**src/shared/usb_ep_regs.vh**
```
// Register indexes, field positions and reset values of the endpoint control block.
// Assumes a byte-addressed 32-bit Avalon-MM bus; each register takes one word at four times its index.
`ifndef USB_EP_REGS_VH
`define USB_EP_REGS_VH

`define EP_ADDR_W 12
`define EP_IDX_W 10
`define EP_IDX_D_CTRL 10'h114
`define EP_IDX_E_SIZE_H 10'h118
`define EP_IDX_E_SIZE_L 10'h119
`define EP_IDX_E_CFG 10'h11A

`define EP_CTRL_RESET 8'h00
`define EP_SIZE_RESET 11'h000
`define EP_CFG_RESET 8'h00

`define CTRL_AUTO_NAK 7
`define CTRL_SHORT_EN 6
`define CTRL_SHORT_NAK_DIS 5
`define CTRL_TOGGLE_STATE 4
`define CTRL_TOGGLE_ONE 3
`define CTRL_TOGGLE_ZERO 2
`define CTRL_FORCED_NAK 1
`define CTRL_FORCED_STALL 0

`define SIZE_HIGH_MSB 10
`define SIZE_HIGH_LSB 8
`define SIZE_HIGH_W 3
`define SIZE_LOW_MSB 7

`define CFG_DIR 7
`define CFG_INT_MODE 6
`define CFG_ISO 5
`define CFG_INDEX_MSB 3
`define CFG_INDEX_LSB 0

`endif

```
**src/logic/usb_device_endpoint_control.v**
```verilog
// Control of endpoint slot d handshakes and toggle, and slot e size and configuration registers.
// Assumes a transaction engine that reports token start, end, error-free status and packet kind
// as one-cycle pulses, and software on a byte-addressed Avalon-MM bus.
// Slot d transfer type, toggle mode and packet size live in neighbouring logic.
//
// Overview of operation
// - Error-free transaction end sets forced NAK when enabled.
// - Short enable sends short packets or zero length.
// - Short enable clears after short IN completes.
// - Short OUT packet sets forced NAK unless disabled.
// - Auto NAK on complete wins over disable.
// - Toggle state bit reads current data toggle.
// - Force-one sets toggle, force-zero clears, zero wins.
// - Forced NAK answers every transaction with NAK.
// - NAK written mid-transaction waits for its end.
// - Forced STALL answers STALL, overriding NAK.
// - STALL set mid-transaction applies from next one.
// - Eleven-bit max packet size, split high and low.
// - Direction bit: zero OUT, one IN.
// - IN interrupt mode flips toggle every transaction.
// - OUT interrupt mode disables PING flow control.
// - Isochronous bit selects isochronous; bit four reserved.
`timescale 1ns/10ps
`include "usb_ep_regs.vh"

module usb_device_endpoint_control #(
	parameter SIZE_W = 11
) (
	input wire sys_clk,
	input wire rst_n,
	input wire [`EP_ADDR_W-1:0] avs_address,
	input wire avs_read,
	input wire avs_write,
	input wire [3:0] avs_byteenable,
	input wire [31:0] avs_writedata,
	output wire avs_waitrequest,
	output wire [31:0] avs_readdata,
	input wire d_txn_start,
	input wire d_txn_end,
	input wire d_txn_ok,
	input wire d_txn_in,
	input wire d_txn_short,
	input wire d_txn_toggle,
	input wire d_fifo_empty,
	input wire d_fifo_below_max,
	output wire d_resp_stall,
	output wire d_resp_nak,
	output wire d_toggle,
	output wire d_in_send_ready,
	output wire d_in_send_zero_length,
	output wire d_short_packet_enable,
	output wire d_busy,
	output wire [SIZE_W-1:0] slot_e_max_packet_bytes,
	output wire e_direction_select,
	output wire e_interrupt_mode,
	output wire e_isochronous,
	output wire [3:0] e_ep_index,
	output wire e_always_toggle,
	output wire e_ping_enable
);

	wire [`EP_IDX_W-1:0] reg_index;
	wire reg_write;
	wire [7:0] reg_wdata;
	reg [7:0] reg_rdata;

	// Reset images of the control and configuration registers, so each field's reset value has one source.
	wire [7:0] ctrl_reset_value;
	wire [7:0] cfg_reset_value;

	assign ctrl_reset_value = `EP_CTRL_RESET;
	assign cfg_reset_value = `EP_CFG_RESET;

	// Every access takes exactly one wait state; the slave registers the read data.
	ep_bus_slave u_bus (
		.sys_clk(sys_clk),
		.rst_n(rst_n),
		.avs_address(avs_address),
		.avs_read(avs_read),
		.avs_write(avs_write),
		.avs_byteenable(avs_byteenable),
		.avs_writedata(avs_writedata),
		.avs_waitrequest(avs_waitrequest),
		.avs_readdata(avs_readdata),
		.reg_index(reg_index),
		.reg_write(reg_write),
		.reg_wdata(reg_wdata),
		.reg_rdata(reg_rdata)
	);

	// Write strobes per register. They come from the acknowledged cycle only,
	// so the stalled first cycle of a request can never write twice.
	reg wr_ctrl;
	reg wr_size_h;
	reg wr_size_l;
	reg wr_cfg;

	always @* begin
		wr_ctrl = 1'b0;
		wr_size_h = 1'b0;
		wr_size_l = 1'b0;
		wr_cfg = 1'b0;
		if (reg_index == `EP_IDX_D_CTRL) begin
			wr_ctrl = reg_write;
		end else if (reg_index == `EP_IDX_E_SIZE_H) begin
			wr_size_h = reg_write;
		end else if (reg_index == `EP_IDX_E_SIZE_L) begin
			wr_size_l = reg_write;
		end else if (reg_index == `EP_IDX_E_CFG) begin
			wr_cfg = reg_write;
		end
	end

	// Slot d control state.
	reg auto_nak_on_complete_reg;
	reg auto_nak_on_complete_next;
	reg short_packet_enable_reg;
	reg short_packet_enable_next;
	reg short_receive_nak_disable_reg;
	reg short_receive_nak_disable_next;
	reg toggle_state_reg;
	reg toggle_state_next;
	reg forced_nak_reg;
	reg forced_nak_next;
	reg nak_pending_reg;
	reg nak_pending_next;
	reg forced_stall_reg;
	reg forced_stall_next;
	reg stall_active_reg;
	reg stall_active_next;
	reg busy_reg;
	reg busy_next;
	// The NAK answer has its own flop so the host sees a clean level, already masked by STALL.
	reg resp_nak_reg;
	reg resp_nak_next;

	wire end_ok;
	wire short_receive_auto_nak;
	wire auto_nak_event;

	// Engine qualifiers are only meaningful in the cycle of the end pulse.
	assign end_ok = d_txn_end & d_txn_ok;
	// The disable bit only matters while the complete-based auto NAK is off.
	assign short_receive_auto_nak = ~short_receive_nak_disable_reg & ~d_txn_in & d_txn_short;
	assign auto_nak_event = end_ok & (auto_nak_on_complete_reg | short_receive_auto_nak);

	always @* begin
		auto_nak_on_complete_next = auto_nak_on_complete_reg;
		short_packet_enable_next = short_packet_enable_reg;
		short_receive_nak_disable_next = short_receive_nak_disable_reg;
		toggle_state_next = toggle_state_reg;
		forced_nak_next = forced_nak_reg;
		nak_pending_next = nak_pending_reg;
		forced_stall_next = forced_stall_reg;
		stall_active_next = stall_active_reg;
		busy_next = busy_reg;

		// An end pulse closes the transaction even without a seen start, so a lost start cannot wedge busy.
		if (d_txn_start) begin
			busy_next = 1'b1;
		end else if (d_txn_end) begin
			busy_next = 1'b0;
		end

		// Engine-driven updates come first so that a register write in the same cycle decides.
		if (end_ok && d_txn_in && d_txn_short) begin
			short_packet_enable_next = 1'b0;
		end
		if (d_txn_toggle) begin
			toggle_state_next = ~toggle_state_reg;
		end
		if (d_txn_end && nak_pending_reg) begin
			forced_nak_next = 1'b1;
			nak_pending_next = 1'b0;
		end

		if (wr_ctrl) begin
			auto_nak_on_complete_next = reg_wdata[`CTRL_AUTO_NAK];
			short_receive_nak_disable_next = reg_wdata[`CTRL_SHORT_NAK_DIS];
			forced_stall_next = reg_wdata[`CTRL_FORCED_STALL];
			if (reg_wdata[`CTRL_SHORT_EN]) begin
				short_packet_enable_next = 1'b1;
			end else begin
				short_packet_enable_next = 1'b0;
			end
			// Toggle controls act only in the cycle of the write and are never stored.
			if (reg_wdata[`CTRL_TOGGLE_ZERO]) begin
				toggle_state_next = 1'b0;
			end else if (reg_wdata[`CTRL_TOGGLE_ONE]) begin
				toggle_state_next = 1'b1;
			end
			// A set during a transaction is parked so the host gets one consistent answer per token.
			if (!reg_wdata[`CTRL_FORCED_NAK]) begin
				forced_nak_next = 1'b0;
				nak_pending_next = 1'b0;
			end else if (busy_reg && !d_txn_end) begin
				nak_pending_next = 1'b1;
			end else begin
				forced_nak_next = 1'b1;
			end
		end

		// A hardware set is never lost to a software clear in the same cycle.
		if (auto_nak_event) begin
			forced_nak_next = 1'b1;
		end

		// The stall seen by the host is sampled only between transactions.
		// A STALL cleared mid-transaction likewise keeps answering STALL until that transaction ends.
		if (!busy_reg || d_txn_end) begin
			stall_active_next = forced_stall_next;
		end

		// STALL outranks NAK, so the NAK answer is dropped whenever STALL will be shown.
		resp_nak_next = forced_nak_next & ~stall_active_next;
	end

	always @(posedge sys_clk) begin
		if (!rst_n) begin
			auto_nak_on_complete_reg <= ctrl_reset_value[`CTRL_AUTO_NAK];
			short_packet_enable_reg <= ctrl_reset_value[`CTRL_SHORT_EN];
			short_receive_nak_disable_reg <= ctrl_reset_value[`CTRL_SHORT_NAK_DIS];
			toggle_state_reg <= ctrl_reset_value[`CTRL_TOGGLE_STATE];
			forced_nak_reg <= ctrl_reset_value[`CTRL_FORCED_NAK];
			nak_pending_reg <= 1'b0;
			forced_stall_reg <= ctrl_reset_value[`CTRL_FORCED_STALL];
			stall_active_reg <= ctrl_reset_value[`CTRL_FORCED_STALL];
			resp_nak_reg <= ctrl_reset_value[`CTRL_FORCED_NAK] & ~ctrl_reset_value[`CTRL_FORCED_STALL];
			busy_reg <= 1'b0;
		end else begin
			auto_nak_on_complete_reg <= auto_nak_on_complete_next;
			short_packet_enable_reg <= short_packet_enable_next;
			short_receive_nak_disable_reg <= short_receive_nak_disable_next;
			toggle_state_reg <= toggle_state_next;
			forced_nak_reg <= forced_nak_next;
			nak_pending_reg <= nak_pending_next;
			forced_stall_reg <= forced_stall_next;
			stall_active_reg <= stall_active_next;
			resp_nak_reg <= resp_nak_next;
			busy_reg <= busy_next;
		end
	end

	assign d_resp_stall = stall_active_reg;
	assign d_resp_nak = resp_nak_reg;
	assign d_toggle = toggle_state_reg;
	assign d_short_packet_enable = short_packet_enable_reg;
	assign d_busy = busy_reg;
	// A full packet may always go; less than a full one only under short enable.
	// Software must not add FIFO data while short enable is set; this block cannot see it.
	assign d_in_send_ready = short_packet_enable_reg | (~d_fifo_empty & ~d_fifo_below_max);
	assign d_in_send_zero_length = short_packet_enable_reg & d_fifo_empty;

	// Slot e maximum packet size and configuration. Size limits per transfer type are
	// software's duty and are not checked here.
	reg [SIZE_W-1:0] max_packet_bytes_reg;
	reg [SIZE_W-1:0] max_packet_bytes_next;
	reg [7:0] config_reg;
	reg [7:0] config_next;
	reg always_toggle_reg;
	reg always_toggle_next;
	reg ping_enable_reg;
	reg ping_enable_next;

	// The two size halves are written separately; a mixed value stands between the two writes.
	always @* begin
		max_packet_bytes_next = max_packet_bytes_reg;
		if (wr_size_h) begin
			max_packet_bytes_next[`SIZE_HIGH_MSB:`SIZE_HIGH_LSB] = reg_wdata[`SIZE_HIGH_W-1:0];
		end
		if (wr_size_l) begin
			max_packet_bytes_next[`SIZE_LOW_MSB:0] = reg_wdata[`SIZE_LOW_MSB:0];
		end
	end

	always @(posedge sys_clk) begin
		if (!rst_n) begin
			max_packet_bytes_reg <= `EP_SIZE_RESET;
		end else begin
			max_packet_bytes_reg <= max_packet_bytes_next;
		end
	end

	always @* begin
		config_next = config_reg;
		if (wr_cfg) begin
			// The reserved bit is stored as zero whatever is written, so it always reads back as zero.
			config_next = {reg_wdata[`CFG_DIR:`CFG_ISO], 1'b0, reg_wdata[`CFG_INDEX_MSB:`CFG_INDEX_LSB]};
		end
		// The decoded modes come from flops so downstream logic never sees a decode glitch.
		always_toggle_next = config_next[`CFG_DIR] & config_next[`CFG_INT_MODE];
		ping_enable_next = ~config_next[`CFG_DIR] & ~config_next[`CFG_INT_MODE];
	end

	always @(posedge sys_clk) begin
		if (!rst_n) begin
			config_reg <= cfg_reset_value;
			always_toggle_reg <= cfg_reset_value[`CFG_DIR] & cfg_reset_value[`CFG_INT_MODE];
			ping_enable_reg <= ~cfg_reset_value[`CFG_DIR] & ~cfg_reset_value[`CFG_INT_MODE];
		end else begin
			config_reg <= config_next;
			always_toggle_reg <= always_toggle_next;
			ping_enable_reg <= ping_enable_next;
		end
	end

	assign slot_e_max_packet_bytes = max_packet_bytes_reg;
	assign e_direction_select = config_reg[`CFG_DIR];
	assign e_interrupt_mode = config_reg[`CFG_INT_MODE];
	assign e_isochronous = config_reg[`CFG_ISO];
	assign e_ep_index = config_reg[`CFG_INDEX_MSB:`CFG_INDEX_LSB];
	assign e_always_toggle = always_toggle_reg;
	assign e_ping_enable = ping_enable_reg;

	// Reading has no side effects, so the early capture in the bus slave is harmless.
	// Read-back; write-only toggle controls and reserved bits read as zero.
	always @* begin
		reg_rdata = 8'h00;
		if (reg_index == `EP_IDX_D_CTRL) begin
			reg_rdata[`CTRL_AUTO_NAK] = auto_nak_on_complete_reg;
			reg_rdata[`CTRL_SHORT_EN] = short_packet_enable_reg;
			reg_rdata[`CTRL_SHORT_NAK_DIS] = short_receive_nak_disable_reg;
			reg_rdata[`CTRL_TOGGLE_STATE] = toggle_state_reg;
			reg_rdata[`CTRL_FORCED_NAK] = forced_nak_reg;
			reg_rdata[`CTRL_FORCED_STALL] = forced_stall_reg;
		end else if (reg_index == `EP_IDX_E_SIZE_H) begin
			reg_rdata[`SIZE_HIGH_W-1:0] = max_packet_bytes_reg[`SIZE_HIGH_MSB:`SIZE_HIGH_LSB];
		end else if (reg_index == `EP_IDX_E_SIZE_L) begin
			reg_rdata = max_packet_bytes_reg[`SIZE_LOW_MSB:0];
		end else if (reg_index == `EP_IDX_E_CFG) begin
			reg_rdata = config_reg;
		end
	end

endmodule // usb_device_endpoint_control

```
**src/logic/ep_bus_slave.v**
```verilog
// Avalon-MM slave front end: one wait state on every access, read data registered.
// Assumes the master holds its request until it samples waitrequest low.
`timescale 1ns/10ps
`include "usb_ep_regs.vh"

module ep_bus_slave (
	input wire sys_clk,
	input wire rst_n,
	input wire [`EP_ADDR_W-1:0] avs_address,
	input wire avs_read,
	input wire avs_write,
	input wire [3:0] avs_byteenable,
	input wire [31:0] avs_writedata,
	output wire avs_waitrequest,
	output reg [31:0] avs_readdata,
	output wire [`EP_IDX_W-1:0] reg_index,
	output wire reg_write,
	output wire [7:0] reg_wdata,
	input wire [7:0] reg_rdata
);

	reg ack_reg;
	wire request;

	assign request = avs_read | avs_write;
	assign reg_index = avs_address[`EP_ADDR_W-1:2];
	// The first cycle of a request is always stalled, so the decode has a full cycle to settle.
	assign avs_waitrequest = request & ~ack_reg;
	// Only byte lane 0 holds register bits; a write without it touches nothing.
	assign reg_write = avs_write & ack_reg & avs_byteenable[0];
	assign reg_wdata = avs_writedata[7:0];

	always @(posedge sys_clk) begin
		if (!rst_n) begin
			ack_reg <= 1'b0;
		end else begin
			ack_reg <= request & ~ack_reg;
		end
	end

	always @(posedge sys_clk) begin
		if (!rst_n) begin
			avs_readdata <= 32'h00000000;
		end else if (avs_read && !ack_reg) begin
			avs_readdata <= {24'h000000, reg_rdata};
		end
	end

endmodule // ep_bus_slave

```
**config.mk**
```make
export PLATFORM = sky130hd
export DESIGN_NAME = usb_device_endpoint_control
export DESIGN_NICKNAME = d
export VERILOG_FILES = /design/src/logic/usb_device_endpoint_control.v /design/src/logic/ep_bus_slave.v
export VERILOG_INCLUDE_DIRS = /design/src /design/src/shared
export SDC_FILE = /design/constraint.sdc
export NUM_CORES = 1
export LEC_CHECK = 0
export BUFFER_PORTS_ARGS = -buffer_cell sky130_fd_sc_hd__buf_2
export CELL_PAD_IN_SITES_DETAIL_PLACEMENT = 1
export CELL_PAD_IN_SITES_GLOBAL_PLACEMENT = 2
export CORE_AREA = 2 2 114 94
export DETAILED_ROUTE_END_ITERATION = 6
export DIE_AREA = 0 0 116 96
export PLACE_DENSITY = 0.72
export SYNTH_ARGS = -nofsm -noshare
export SYNTH_HDL_FRONTEND = slang
export SYNTH_SLANG_ARGS = --single-unit
```
**constraint.sdc**
```tcl
create_clock -name sys_clk -period 1.7 [get_ports sys_clk]
set_input_delay 0.085 -clock sys_clk [delete_from_list [all_inputs] [get_ports sys_clk]]
set_output_delay 0.085 -clock sys_clk [all_outputs]
set_load 0.01 [all_outputs]
```
# Word level (Yosys, flattened, before mapping)

Cells that the tools add are included.

Register bits: 39
Bits of input ports: 60

Equal/unequal tests: 4
Muxes and demuxes: 38
Bitwise operators: 24
Reduce and logical (&&, ||, !) cells: 11

Operator list:

| kind                                                 | number |
|---|---|
| equality test 10 x 9 -> 1 bit, second input constant | 4 |
| 2-to-1 mux 1 bit                                     | 30 |
| 2-to-1 mux 8 bit                                     | 3 |
| AND 1 bit                                            | 12 |
| inverter 1 bit                                       | 9 |
| logical AND 1 bit                                    | 5 |
| 2-to-1 mux 5 bit                                     | 1 |
| 2-to-1 mux 2 bit                                     | 2 |
| 2-to-1 mux 4 bit                                     | 1 |
| nonzero test 2 bit                                   | 2 |
| zero test 1 bit                                      | 3 |
| 2-to-1 mux 3 bit                                     | 1 |
| bitwise OR 1 bit                                     | 3 |
| logical OR 1 bit                                     | 1 |

# Longest topological paths before layout

Gate-level depths: netlist of run 1.

Depth in word-level cells: 9
Mapped depth: 6

# Modules after synthesis

Synthesis of run 1 repeated with hierarchy kept, for this count alone.

Cells, all modules: 260
Area, all modules: 2,118.3 µm²

Modules (own cells, without submodules):

| module                      | instances | cells an instance | area each (µm²) | seq. area each (µm²) |
|---|---|---|---|---|
| usb_device_endpoint_control | 1         | 176               | 1,421.4         | 600.6 |
| ep_bus_slave                | 1         | 84                | 696.9           | 180.2 |

# Least setup slack after synthesis of run 1

No wires, ideal clock.

Path type: input port to flip-flop
Start: input port avs_address[9]
End: register max_packet_bytes_reg[0] (netlist: slot_e_max_packet_bytes[0])
Data arrival time: 1,598 ps
Setup slack: -26 ps
Cell stages on the path: 5
Path buffers: 1
Path through: or4b_4 buf_6 nor4_4 mux2i_1 nor2_1

Longest elaborated chain between the ends: 4

RTL lines:

| element                                        | RTL line                          | RTL |
|---|---|---|
| from (decl)                                    | usb_device_endpoint_control.v:31  | `` input wire [`EP_ADDR_W-1:0] avs_address, `` |
| equality test 10 x 9 -> 1 bit (no source line) | --                                |  |
| 2-to-1 mux 1 bit                               | usb_device_endpoint_control.v:107 | `` end else if (reg_index == `EP_IDX_E_SIZE_L) begin `` |
| 2-to-1 mux 1 bit                               | usb_device_endpoint_control.v:105 | `` end else if (reg_index == `EP_IDX_E_SIZE_H) begin `` |
| 2-to-1 mux 1 bit (*)                           | usb_device_endpoint_control.v:103 | `` if (reg_index == `EP_IDX_D_CTRL) begin `` |
| to (signal assigned)                           | usb_device_endpoint_control.v:278 | `` max_packet_bytes_reg <= `EP_SIZE_RESET; `` |
| to (signal assigned)                           | usb_device_endpoint_control.v:280 | `max_packet_bytes_reg <= max_packet_bytes_next;` |
| to (decl)                                      | usb_device_endpoint_control.v:256 | `reg [SIZE_W-1:0] max_packet_bytes_reg;` |

Mark *: on every way between the ends. The rest lies on a longest branch, timed or not.
A chain may end at the register's enable or synchronous reset.

# Final worst setup path of run 1

Start: register u_bus.ack_reg
End: register auto_nak_on_complete_reg

Longest elaborated chain between the ends: 3

RTL lines:

| element                | RTL line                          | RTL |
|---|---|---|
| from (decl)            | ep_bus_slave.v:22                 | `reg ack_reg;` |
| from (signal assigned) | ep_bus_slave.v:37                 | `ack_reg <= request & ~ack_reg;` |
| AND 1 bit (2 in a row) | ep_bus_slave.v:30                 | `assign reg_write = avs_write & ack_reg & avs_byteenable[0];` |
| 2-to-1 mux 1 bit       | usb_device_endpoint_control.v:103 |  |
| to (signal assigned)   | usb_device_endpoint_control.v:220 | `` auto_nak_on_complete_reg <= ctrl_reset_value[`CTRL_AUTO_NAK]; `` |
| to (signal assigned)   | usb_device_endpoint_control.v:231 | `auto_nak_on_complete_reg <= auto_nak_on_complete_next;` |
| to (decl)              | usb_device_endpoint_control.v:115 | `reg auto_nak_on_complete_reg;` |

Every way passes these cells.

==> results.py, run 1 <==
metrics = {
    "global_route": {
        "grt_usage_pct": 12.72,
        "overflow": 0,
        "grt_pass1_vias": 1993,
        "grt_pass1_wl_mm": 10.56,
        "grt_max_degree": 30,
        "antenna_found_initial": 0,
    },
    "setup_path": {
        "rrSetupSlack_ps": 200,
        "cpMaxStageDelayCell": "nor4_4",
        "required_ps": 1920,
        "cp.buffers_inverters": 2,
        "worstSetupPathType": "flop to flop",
        "worstReg2RegEnd": "auto_nak_on_complete_reg$_SDFFE_PN0P_",
        "r2r.worst_path.cells": 6,
        "worstReg2RegStart": "u_bus.ack_reg$_SDFF_PN0_",
        "critPathMostFrequentCell": "buf_4",
        "cp_max_fo": 6,
        "worstSetupStartpointType": "flop",
        "critPathMaxStageDelay_ps": 420,
        "arrival_ps": 1720,
        "crit_chain": "nand3_2 -> nor4_4 -> buf_4 -> buf_4 -> nand2_1 -> a21oi_1",
        "path_delay_family": "simple AND/OR/NAND/NOR gates",
        "cp-end-kind": "flop",
    },
    "synth": {
        "seq_area_frac_synth_pct": 38.33,
        "synth_compound_area_share_pct": 13.76,
        "syn_area_mm2": 0.002037,
        "synth_area_leader_cell": "dfxtp_1",
        "synth_top_family_by_area": "simple AND/OR/NAND/NOR gates",
        "syn_avg_cell_area_um2": 8.705,
        "yosys.area_share.simple_pct": 26.41,
        "ys_async_sr_fraction_pct": 0,
        "synth_flop_cell": "dfxtp_1",
        "synth-edff-count": 0,
        "synthXorXnorAreaFrac_pct": 0.4300,
        "synthTopCellsByArea": "dfxtp_1 (38%), mux2i_1 (9.3%), buf_4 (8.8%), nor2_1 (4.8%), a21oi_1 (4.4%)",
        "synth.top_cells.by_count": "dfxtp_1 (39), nor2_1 (26), buf_4 (24)",
        "yosys_warnings": 0,
        "synthMostInstantiatedCell": "dfxtp_1",
        "synthDistinctLibCells": 46,
        "synth-adder-area-share_pct": 0,
        "synthCells": 234,
        "ys_ff_latch": 39,
        "synthMuxAreaShare_pct": 9.337,
        "synth_top_cell_area_share_pct": 38.33,
    },
    "finish": {
        "fin_util_pct": 27.41,
        "syn2layout_area_growth_pct": 34.46,
        "largest_reg_flops": 11,
        "nets": 381,
        "nFillCells": 1227,
        "antenna_cells": 0,
        "drive_gt1_share_pct": 33.64,
    },
    "pwr": {
        "cellLeakagePower_nw": 1.215,
        "total_power_mw": 2.122,
        "powerDensity_mw_per_mm2": 774.6,
        "peakVddDrop_mv": 0.3144,
    },
    "timing": {
        "setup_violations": 0,
        "fmax_ghz": 0.6657,
        "slew_violations": 0,
        "rsz0062_at_grt": "no",
        "hold_viol": 0,
        "period_needed_ps": 1502,
        "final.setup_skew_ps": 3.582,
        "fin_crit_sh_pct": 88.36,
        "final.setup.tns_ps": 0,
    },
    "die": {
        "io_pins": 120,
        "start_util_pct": 20.39,
        "coreArea_mm2": 0.009992,
        "rows": 33,
        "die_h_um": 96,
        "fp.dieArea_mm2": 0.01114,
        "dieWidth_um": 116,
    },
    "cts": {
        "cts_tree": "yes",
        "cts_buffers": 5,
        "ctsHoldBuffers": 0,
        "clock-sinks": 39,
        "cts.htree.levels": 2,
        "cts.clk_slew.worst_paths_ps": 60,
        "cts-root-buf": "clkbuf_16",
        "clock_latency_ps": 290,
        "cts.path.max_buffers": 2,
    },
    "place": {
        "gp_congestion": 0.7944,
        "port_buffers": 66,
        "dp_hpwl_mm": 5.398,
    },
    "worst_hold_path": {
        "whs_path_depth": 3,
        "holdPathEnd": "d_busy$_SDFFE_PN0P_",
        "holdCritStartpoint": "d_txn_start",
        "hp-class": "primary input to flop",
    },
    "routing": {
        "drt_iter0_markers": 82,
        "wirelength_mm": 6.993,
        "routed_via_density": 4.349,
        "wl_per_cell_um": 15.17,
        "ant_nets": 0,
        "vias": 2005,
        "drtPass1Iterations": 4,
        "drc": 0,
    },
    "run_status": {
        "outcome": "finished, final reports clean",
    },
    "flow_run": {
        "max_cap_viol_count": 0,
    },
}
logic make-up (layout without fill, tap and decap cells):
| family | count (synthesis) | in the layout |
|---|---|---|
| mux | 19 | 19 |
| xor+xnor | 1 | 1 |
| simple gates | 94 | 94 |
| compound gates | 44 | 44 |
| other cells | 1 | 24 |
| flops | 39 | 39 |
| buf+inv | 36 | 100 |
metrics by stage:
step | setup slack [ps] | cell area [µm²] | hold slack, ps | cells
6_report | 197.9 | 2739 | 11.49 | 461
5_1_grt | 85.30 | 2739 | 28.18 | 461
4_1_cts | 129.9 | 2718 | 13.01 | 459
3_5_place_dp | -115.5 | 2574 | 306.6 | 452
3_3_place_gp | -89.04 | 2574 | 300.7 | 452
2_1_floorplan | -8.570 | 2123 | 163.5 | 257
layer usage:
| metal | part of all wire (%) | track usage [%] | vias to the layer above |
|---|---|---|---|
| met1 | 46 | 16.86 | 974 |
| met5 | 0 | 0 | - |
| met3 | 6.9 | 3.023 | 7 |
| li1 | - | - | 959 |
| met4 | 1.2 | 4.464 | 0 |
| met2 | 46 | 20.27 | 65 |
layout make-up:
cell class / instances / area [µm²] / share of cell area, %
clock inverter: 1 / 5.005 / 0.1827
sequential: 39 / 782.0 / 28.55
inverter: 2 / 7.507 / 0.2741
clock buffer: 6 / 138.9 / 5.071
timing repair buffer: 91 / 518.0 / 18.91
tap: 140 / 175.2 / 6.396
multi-input combinational: 182 / 1112 / 40.61
cell usage in the layout, fill, tap and decap left out, types with 2 or more instances in the layout:
cell type / n
mux2i_1: 19
nand2_1: 17
nand3_1: 9
nor4_4: 2
nor4_1: 2
inv_1: 2
dfxtp_1: 38
o21ai_0: 9
buf_4: 25
and2_1: 2
a211oi_1: 2
nand4_1: 5
nor4bb_1: 2
and3b_1: 2
nor2_1: 26
nand2b_1: 5
nor3_1: 4
a21oi_1: 18
nor2b_1: 7
buf_2: 66
clkbuf_16: 5
conb_1: 24
or4bb_1: 2
a32o_1: 2
o31ai_1: 2
a21o_2: 2
worst max-delay path by stage:
stage | from | endpoint | slack [ps] | cells after the start
6_report | u_bus.ack_reg$_SDFF_PN0_ | auto_nak_on_complete_reg$_SDFFE_PN0P_ | 200 | 6
5_1_grt | u_bus.ack_reg$_SDFF_PN0_ | d_toggle$_SDFF_PN0_ | 90 | 5
4_1_cts | u_bus.ack_reg$_SDFF_PN0_ | d_resp_nak$_SDFF_PN0_ | 130 | 4
3_5_place_dp | avs_address[9] | d_resp_nak$_SDFF_PN0_ | -120 | 5
3_3_place_gp | avs_address[5] | d_resp_nak$_SDFF_PN0_ | -90 | 5
2_1_floorplan | avs_address[9] | slot_e_max_packet_bytes[0]$_SDFFE_PN0P_ | -9 | 5
timing repair:
| item | CTS | global route |
|---|---|---|
| resized for setup | 0 | 2 |
| buffers inserted | 0 | 2 |
| endpoints found under the setup margin | 0 | 1 |
| endpoints found under the hold margin | 0 | 0 |
worst register-to-register path, stage by stage (launching register included):
cell,delay (ps)
dfxtp_2,380
nand3_2,170
nor4_4,420
buf_4,170
buf_4,110
nand2_1,60
a21oi_1,120
power breakdown:
part	total [mW]	internal, mW	switching (mW)
logic	0.228	0.0818	0.146
clock network	0.954	0.573	0.380
registers	0.940	0.929	0.0113
total	2.12	1.58	0.538
(Power assumes the default switching activity.)
==> inputs of run 2 (changes only) <==
--- a/config.mk
+++ b/config.mk
@@ -10,9 +10,10 @@
 export CELL_PAD_IN_SITES_DETAIL_PLACEMENT = 1
 export CELL_PAD_IN_SITES_GLOBAL_PLACEMENT = 2
 export CORE_AREA = 2 2 114 94
+export CTS_CLUSTER_SIZE = 14
 export DETAILED_ROUTE_END_ITERATION = 6
 export DIE_AREA = 0 0 116 96
-export PLACE_DENSITY = 0.72
+export PLACE_DENSITY = 0.79
 export SYNTH_ARGS = -nofsm -noshare
 export SYNTH_HDL_FRONTEND = slang
 export SYNTH_SLANG_ARGS = --single-unit
==> run 2 against run 1 <==
- final cell count increased by 1.1%
- final area increased by 1.1%
- worst hold slack improved by 11 ps
- core utilization increased by 0.30 points
- setup slack got worse by 45 ps
- critical path depth increased by 1
- fmax decreased by 2.9%
- via count decreased by 1.8%
- die area unchanged
- combinational power increased by 3%
- first-iteration DRC count decreased by 24%
- wire length decreased by 1.9%
==> results.py, run 2 (same netlist as run 1, synthesis figures left out) <==
metrics = {
    "timing": {
        "slew_violations": 0,
        "finalWorstSetupSlack_ps": 152.5,
        "worst_hold_slack_ps": 22.41,
        "fin_crit_sh_pct": 91.03,
        "period_needed_ps": 1547,
        "setup_violations": 0,
        "final.setup.tns_ps": 0,
        "fmax_ghz": 0.6462,
        "final.setup_skew_ps": 6.668,
        "hold_viol": 0,
        "rsz0062_at_grt": "no",
    },
    "finish": {
        "syn2layout_area_growth_pct": 35.93,
        "mostFrequentLayoutCell": "buf_2",
        "largest_reg_flops": 11,
        "mostFrequentLayoutCells": "buf_2 (66), dfxtp_1 (39), buf_4 (28), nor2_1 (26), conb_1 (24)",
        "drive_gt1_share_pct": 33.44,
        "instances_no_fill": 466,
        "antenna_cells": 0,
        "nets": 385,
    },
    "place": {
        "dp_hpwl_mm": 5.502,
        "dp.cells": 458,
        "port_buffers": 66,
        "gp_congestion": 0.8063,
        "pre_cts_ws_ps": -93.38,
    },
    "pwr": {
        "peakVddDrop_mv": 0.3239,
        "cellLeakagePower_nw": 1.229,
        "powerDensity_mw_per_mm2": 751.3,
    },
    "setup_path": {
        "arrival_ps": 1760,
        "path_delay_family": "simple AND/OR/NAND/NOR gates",
        "worstSetupPathType": "primary input to flop",
        "cpMaxStageDelayCell": "or4b_4",
        "required_ps": 1910,
        "cp.buffers_inverters": 3,
        "worstSetupStartpointType": "primary input",
        "crit_chain": "buf_2 -> or4b_4 -> buf_4 -> nor3_1 -> buf_4 -> a21oi_1 -> a21oi_1",
        "critPathMaxStageDelay_ps": 610,
        "cp_max_fo": 5,
        "cp-end-kind": "flop",
    },
    "flow_run": {
        "max_cap_viol_count": 0,
    },
    "routing": {
        "wirelength_mm": 6.857,
        "drt_iter0_markers": 62,
        "ant_nets": 0,
        "drc": 0,
        "vias": 1968,
        "routed_via_density": 4.223,
        "wl_per_cell_um": 14.71,
        "drtPass1Iterations": 4,
    },
    "global_route": {
        "grt_pass1_wl_mm": 10.45,
        "overflow": 0,
        "antenna_found_initial": 0,
        "grt_pass1_vias": 1967,
        "grt_usage_pct": 12.59,
        "grt_max_degree": 30,
    },
    "cts": {
        "cts.path.max_buffers": 2,
        "ctsHoldBuffers": 0,
        "clock_latency_ps": 280,
        "postCtsSetupBuffers": 0,
        "cts.htree.levels": 2,
        "cts-root-buf": "clkbuf_16",
        "cts_buffers": 5,
        "ctsResizeCount": 0,
        "clock-sinks": 39,
        "cts.clk_slew.worst_paths_ps": 60,
        "cts_tree": "yes",
    },
    "run_status": {
        "outcome": "finished, final reports clean",
    },
    "die": {
        "fp.dieArea_mm2": 0.01114,
        "rows": 33,
        "dieWidth_um": 116,
        "die_h_um": 96,
        "io_pins": 120,
        "coreArea_mm2": 0.009992,
        "start_util_pct": 20.39,
    },
    "worst_hold_path": {
        "hp-class": "primary input to flop",
    },
}
-- run 2: cell types whose count changed in the layout (fill, tap and decap cells not counted) --
cell and change:
buf_12 +1, buf_4 +3, clkbuf_1 +2, clkbuf_8 -1
dfxtp_1 +1, dfxtp_2 -1, nand3_1 +1, nand3_2 -1
-- run 2: path summary, 6_finish.rpt --
path | depth (start not counted) | slack, ps | end | from
worst max register to register | 5 | 200 | config_reg[3]$_SDFFE_PN0N_ | u_bus.ack_reg$_SDFF_PN0_
worst max-delay path | 7 | 150 | u_bus.avs_readdata[6]$_SDFFE_PN0P_ | avs_address[9]
worst min-delay path | 3 | 20 | d_busy$_SDFFE_PN0P_ | d_txn_start
worst min register to register | 2 | 480 | u_bus.avs_readdata[3]$_SDFFE_PN0P_ | u_bus.avs_readdata[3]$_SDFFE_PN0P_
-- run 2: per-layer routing --
| metal | GRT usage, % | vias to the layer above | routed length, µm |
|---|---|---|---|
| met5 | 0 | - | 0 |
| met4 | 2.976 | 0 | 51 |
| met3 | 3.463 | 7 | 377 |
| met2 | 20.22 | 55 | 3137 |
| met1 | 16.84 | 935 | 3291 |
| li1 | - | 971 | - |
-- run 2: power by group --
| part | total, mW | internal, mW | switching [mW] |
|---|---|---|---|
| sequential | 0.940 | 0.928 | 0.0115 |
| clock | 0.905 | 0.542 | 0.363 |
| combinational | 0.235 | 0.0908 | 0.144 |
| total | 2.08 | 1.56 | 0.519 |
-- run 2: metrics by stage --
stage          power [mW]  area, µm²  utilization [%]
3_5_place_dp        1.196       2631            26.33
6_report            2.080       2769            27.71
4_1_cts             2.107       2769            27.71
3_3_place_gp        1.190       2631            26.33
5_1_grt             2.179       2769            27.71
2_1_floorplan       1.110       2123                -
-- run 2: tightest hold or removal path: cells and delay by family --
family        cells  cell delay (ps)
buf+inv           1               80
simple gates      2              100
-- run 2: layout make-up --
| type | count | area, µm² |
|---|---|---|
| timing repair buffer | 95 | 560.5 |
| clock buffer | 7 | 132.6 |
| multi-input combinational | 182 | 1107 |
| tap | 140 | 175.2 |
| sequential | 39 | 780.7 |
| clock inverter | 1 | 5.005 |
| inverter | 2 | 7.507 |
| fill | 1255 | 7223 |
==> inputs of run 3 (changes only) <==
--- a/config.mk
+++ b/config.mk
@@ -13,7 +13,7 @@
 export CTS_CLUSTER_SIZE = 14
 export DETAILED_ROUTE_END_ITERATION = 6
 export DIE_AREA = 0 0 116 96
-export PLACE_DENSITY = 0.79
+export PLACE_DENSITY_LB_ADDON = 0.05
 export SYNTH_ARGS = -nofsm -noshare
 export SYNTH_HDL_FRONTEND = slang
 export SYNTH_SLANG_ARGS = --single-unit
==> run 3 against run 2 <==
- via count down 1.6%
- first-iteration DRC count decreased by 4.8%
- combinational power is essentially flat
- clock skew is 3.0 ps lower
- final cell count decreased by 0.21%
- critical path type is now flop to flop
- highest routed layer unchanged
==> results.py, run 3 (same netlist as run 1, synthesis figures left out) <==
metrics = {
    "run_status": {
        "outcome": "finished, final reports clean",
    },
    "finish": {
        "fin_util_pct": 27.64,
        "mostFrequentLayoutCell": "buf_2",
        "nets": 384,
        "drive_gt1_share_pct": 33.23,
        "mostFrequentLayoutCells": "buf_2 (66), dfxtp_1 (39), buf_4 (27), nor2_1 (26), conb_1 (24)",
        "largest_reg_flops": 11,
        "syn2layout_area_growth_pct": 35.57,
        "antenna_cells": 0,
    },
    "worst_hold_path": {
        "hp-class": "primary input to flop",
    },
    "routing": {
        "drt_iter0_markers": 59,
        "wl_per_cell_um": 15.42,
        "vias": 1937,
        "routed_via_density": 4.166,
        "drtPass1Iterations": 4,
        "drc": 0,
        "wirelength_mm": 7.172,
        "ant_nets": 0,
    },
    "cts": {
        "ctsHoldBuffers": 0,
        "cts-root-buf": "clkbuf_16",
        "postCtsSetupBuffers": 0,
        "cts_tree": "yes",
        "clock-sinks": 39,
        "clock_latency_ps": 280,
        "cts_buffers": 5,
        "ctsResizeCount": 0,
        "cts.path.max_buffers": 2,
        "cts.clk_slew.worst_paths_ps": 60,
        "cts.htree.levels": 2,
    },
    "timing": {
        "fmax_ghz": 0.6528,
        "fin_crit_sh_pct": 90.11,
        "finalWorstSetupSlack_ps": 168.2,
        "period_needed_ps": 1532,
        "final.setup_skew_ps": 3.665,
        "rsz0062_at_grt": "no",
        "setup_violations": 0,
        "slew_violations": 0,
        "hold_viol": 0,
    },
    "setup_path": {
        "required_ps": 1860,
        "cp_max_fo": 6,
        "worstSetupEndpoint": "slot_e_max_packet_bytes[2]$_SDFFE_PN0P_",
        "worstReg2RegEnd": "slot_e_max_packet_bytes[2]$_SDFFE_PN0P_",
        "setup.worst_path.start": "u_bus.ack_reg$_SDFF_PN0_",
        "cp-end-kind": "flop",
        "worstReg2RegStart": "u_bus.ack_reg$_SDFF_PN0_",
        "r2r.worst_path.cells": 5,
        "worstSetupPathType": "flop to flop",
        "worstSetupStartpointType": "flop",
        "rrSetupSlack_ps": 170,
        "arrival_ps": 1690,
    },
    "place": {
        "dp_hpwl_mm": 5.670,
        "gp_congestion": 0.7656,
        "pre_cts_ws_ps": -71.40,
        "port_buffers": 66,
    },
    "die": {
        "coreArea_mm2": 0.009992,
        "die_h_um": 96,
        "io_pins": 120,
        "dieWidth_um": 116,
        "rows": 33,
        "start_util_pct": 20.39,
        "fp.dieArea_mm2": 0.01114,
    },
    "global_route": {
        "antenna_found_initial": 0,
        "grt_pass1_wl_mm": 10.86,
        "grt_usage_pct": 13.23,
        "grt_max_degree": 30,
        "grt_pass1_vias": 1933,
        "overflow": 0,
    },
    "pwr": {
        "powerDensity_mw_per_mm2": 754.3,
        "peakVddDrop_mv": 0.3646,
        "cellLeakagePower_nw": 1.223,
    },
    "flow_run": {
        "max_cap_viol_count": 0,
    },
}
-- run 3: worst min-delay path by stage --
stage	slack (ps)	start	cells past startpoint	to
6_report	20	d_txn_start	3	d_busy$_SDFFE_PN0P_
5_1_grt	50	d_txn_start	3	d_busy$_SDFFE_PN0P_
4_1_cts	10	d_txn_start	3	d_busy$_SDFFE_PN0P_
3_5_place_dp	310	d_txn_start	3	d_busy$_SDFFE_PN0P_
3_3_place_gp	300	d_txn_start	3	d_busy$_SDFFE_PN0P_
2_1_floorplan	160	d_txn_end	1	nak_pending_reg$_SDFF_PN0_
-- run 3: layout make-up --
class / count / area, µm²
Fill cell: 1240 / 7231
Multi-Input combinational cell: 182 / 1107
Sequential cell: 39 / 780.7
Timing Repair Buffer: 94 / 553.0
Tap cell: 140 / 175.2
Clock buffer: 7 / 132.6
Inverter: 2 / 7.507
Clock inverter: 1 / 5.005
-- run 3: critical path: stages, from the launching register on --
cell	delay, ps
dfxtp_1	400
nand3_1	250
nor4_4	270
buf_4	240
mux2i_1	200
nor2_1	50
-- run 3: power breakdown --
part / internal, mW / switching (mW)
Combinational: 0.0901 / 0.145
Clock: 0.543 / 0.366
Sequential: 0.928 / 0.0107
-- run 3: layer usage --
metal / part of all wire [%] / vias to the layer above / wire, µm / global-route usage, %
li1: - / 960 / - / -
met1: 50 / 907 / 3598 / 18.86
met2: 42 / 65 / 3029 / 20.18
met3: 6.8 / 5 / 490 / 2.960
met4: 0.74 / 0 / 53 / 3.373
met5: 0 / - / 0 / 0
-- run 3: per-stage QoR --
| step | TNS (ps) | std cells | hold slack, ps | total power, mW | instance area, µm² |
|---|---|---|---|---|---|
| 3_3_place_gp | -140.9 | 457 | 302.0 | 1.196 | 2624 |
| 6_report | 0 | 465 | 22.98 | 2.083 | 2761 |
| 5_1_grt | 0 | 465 | 46.87 | 2.194 | 2761 |
| 4_1_cts | 0 | 465 | 14.45 | 2.126 | 2761 |
| 2_1_floorplan | -68.38 | 257 | 163.5 | 1.110 | 2123 |
| 3_5_place_dp | -451.5 | 457 | 306.6 | 1.197 | 2624 |
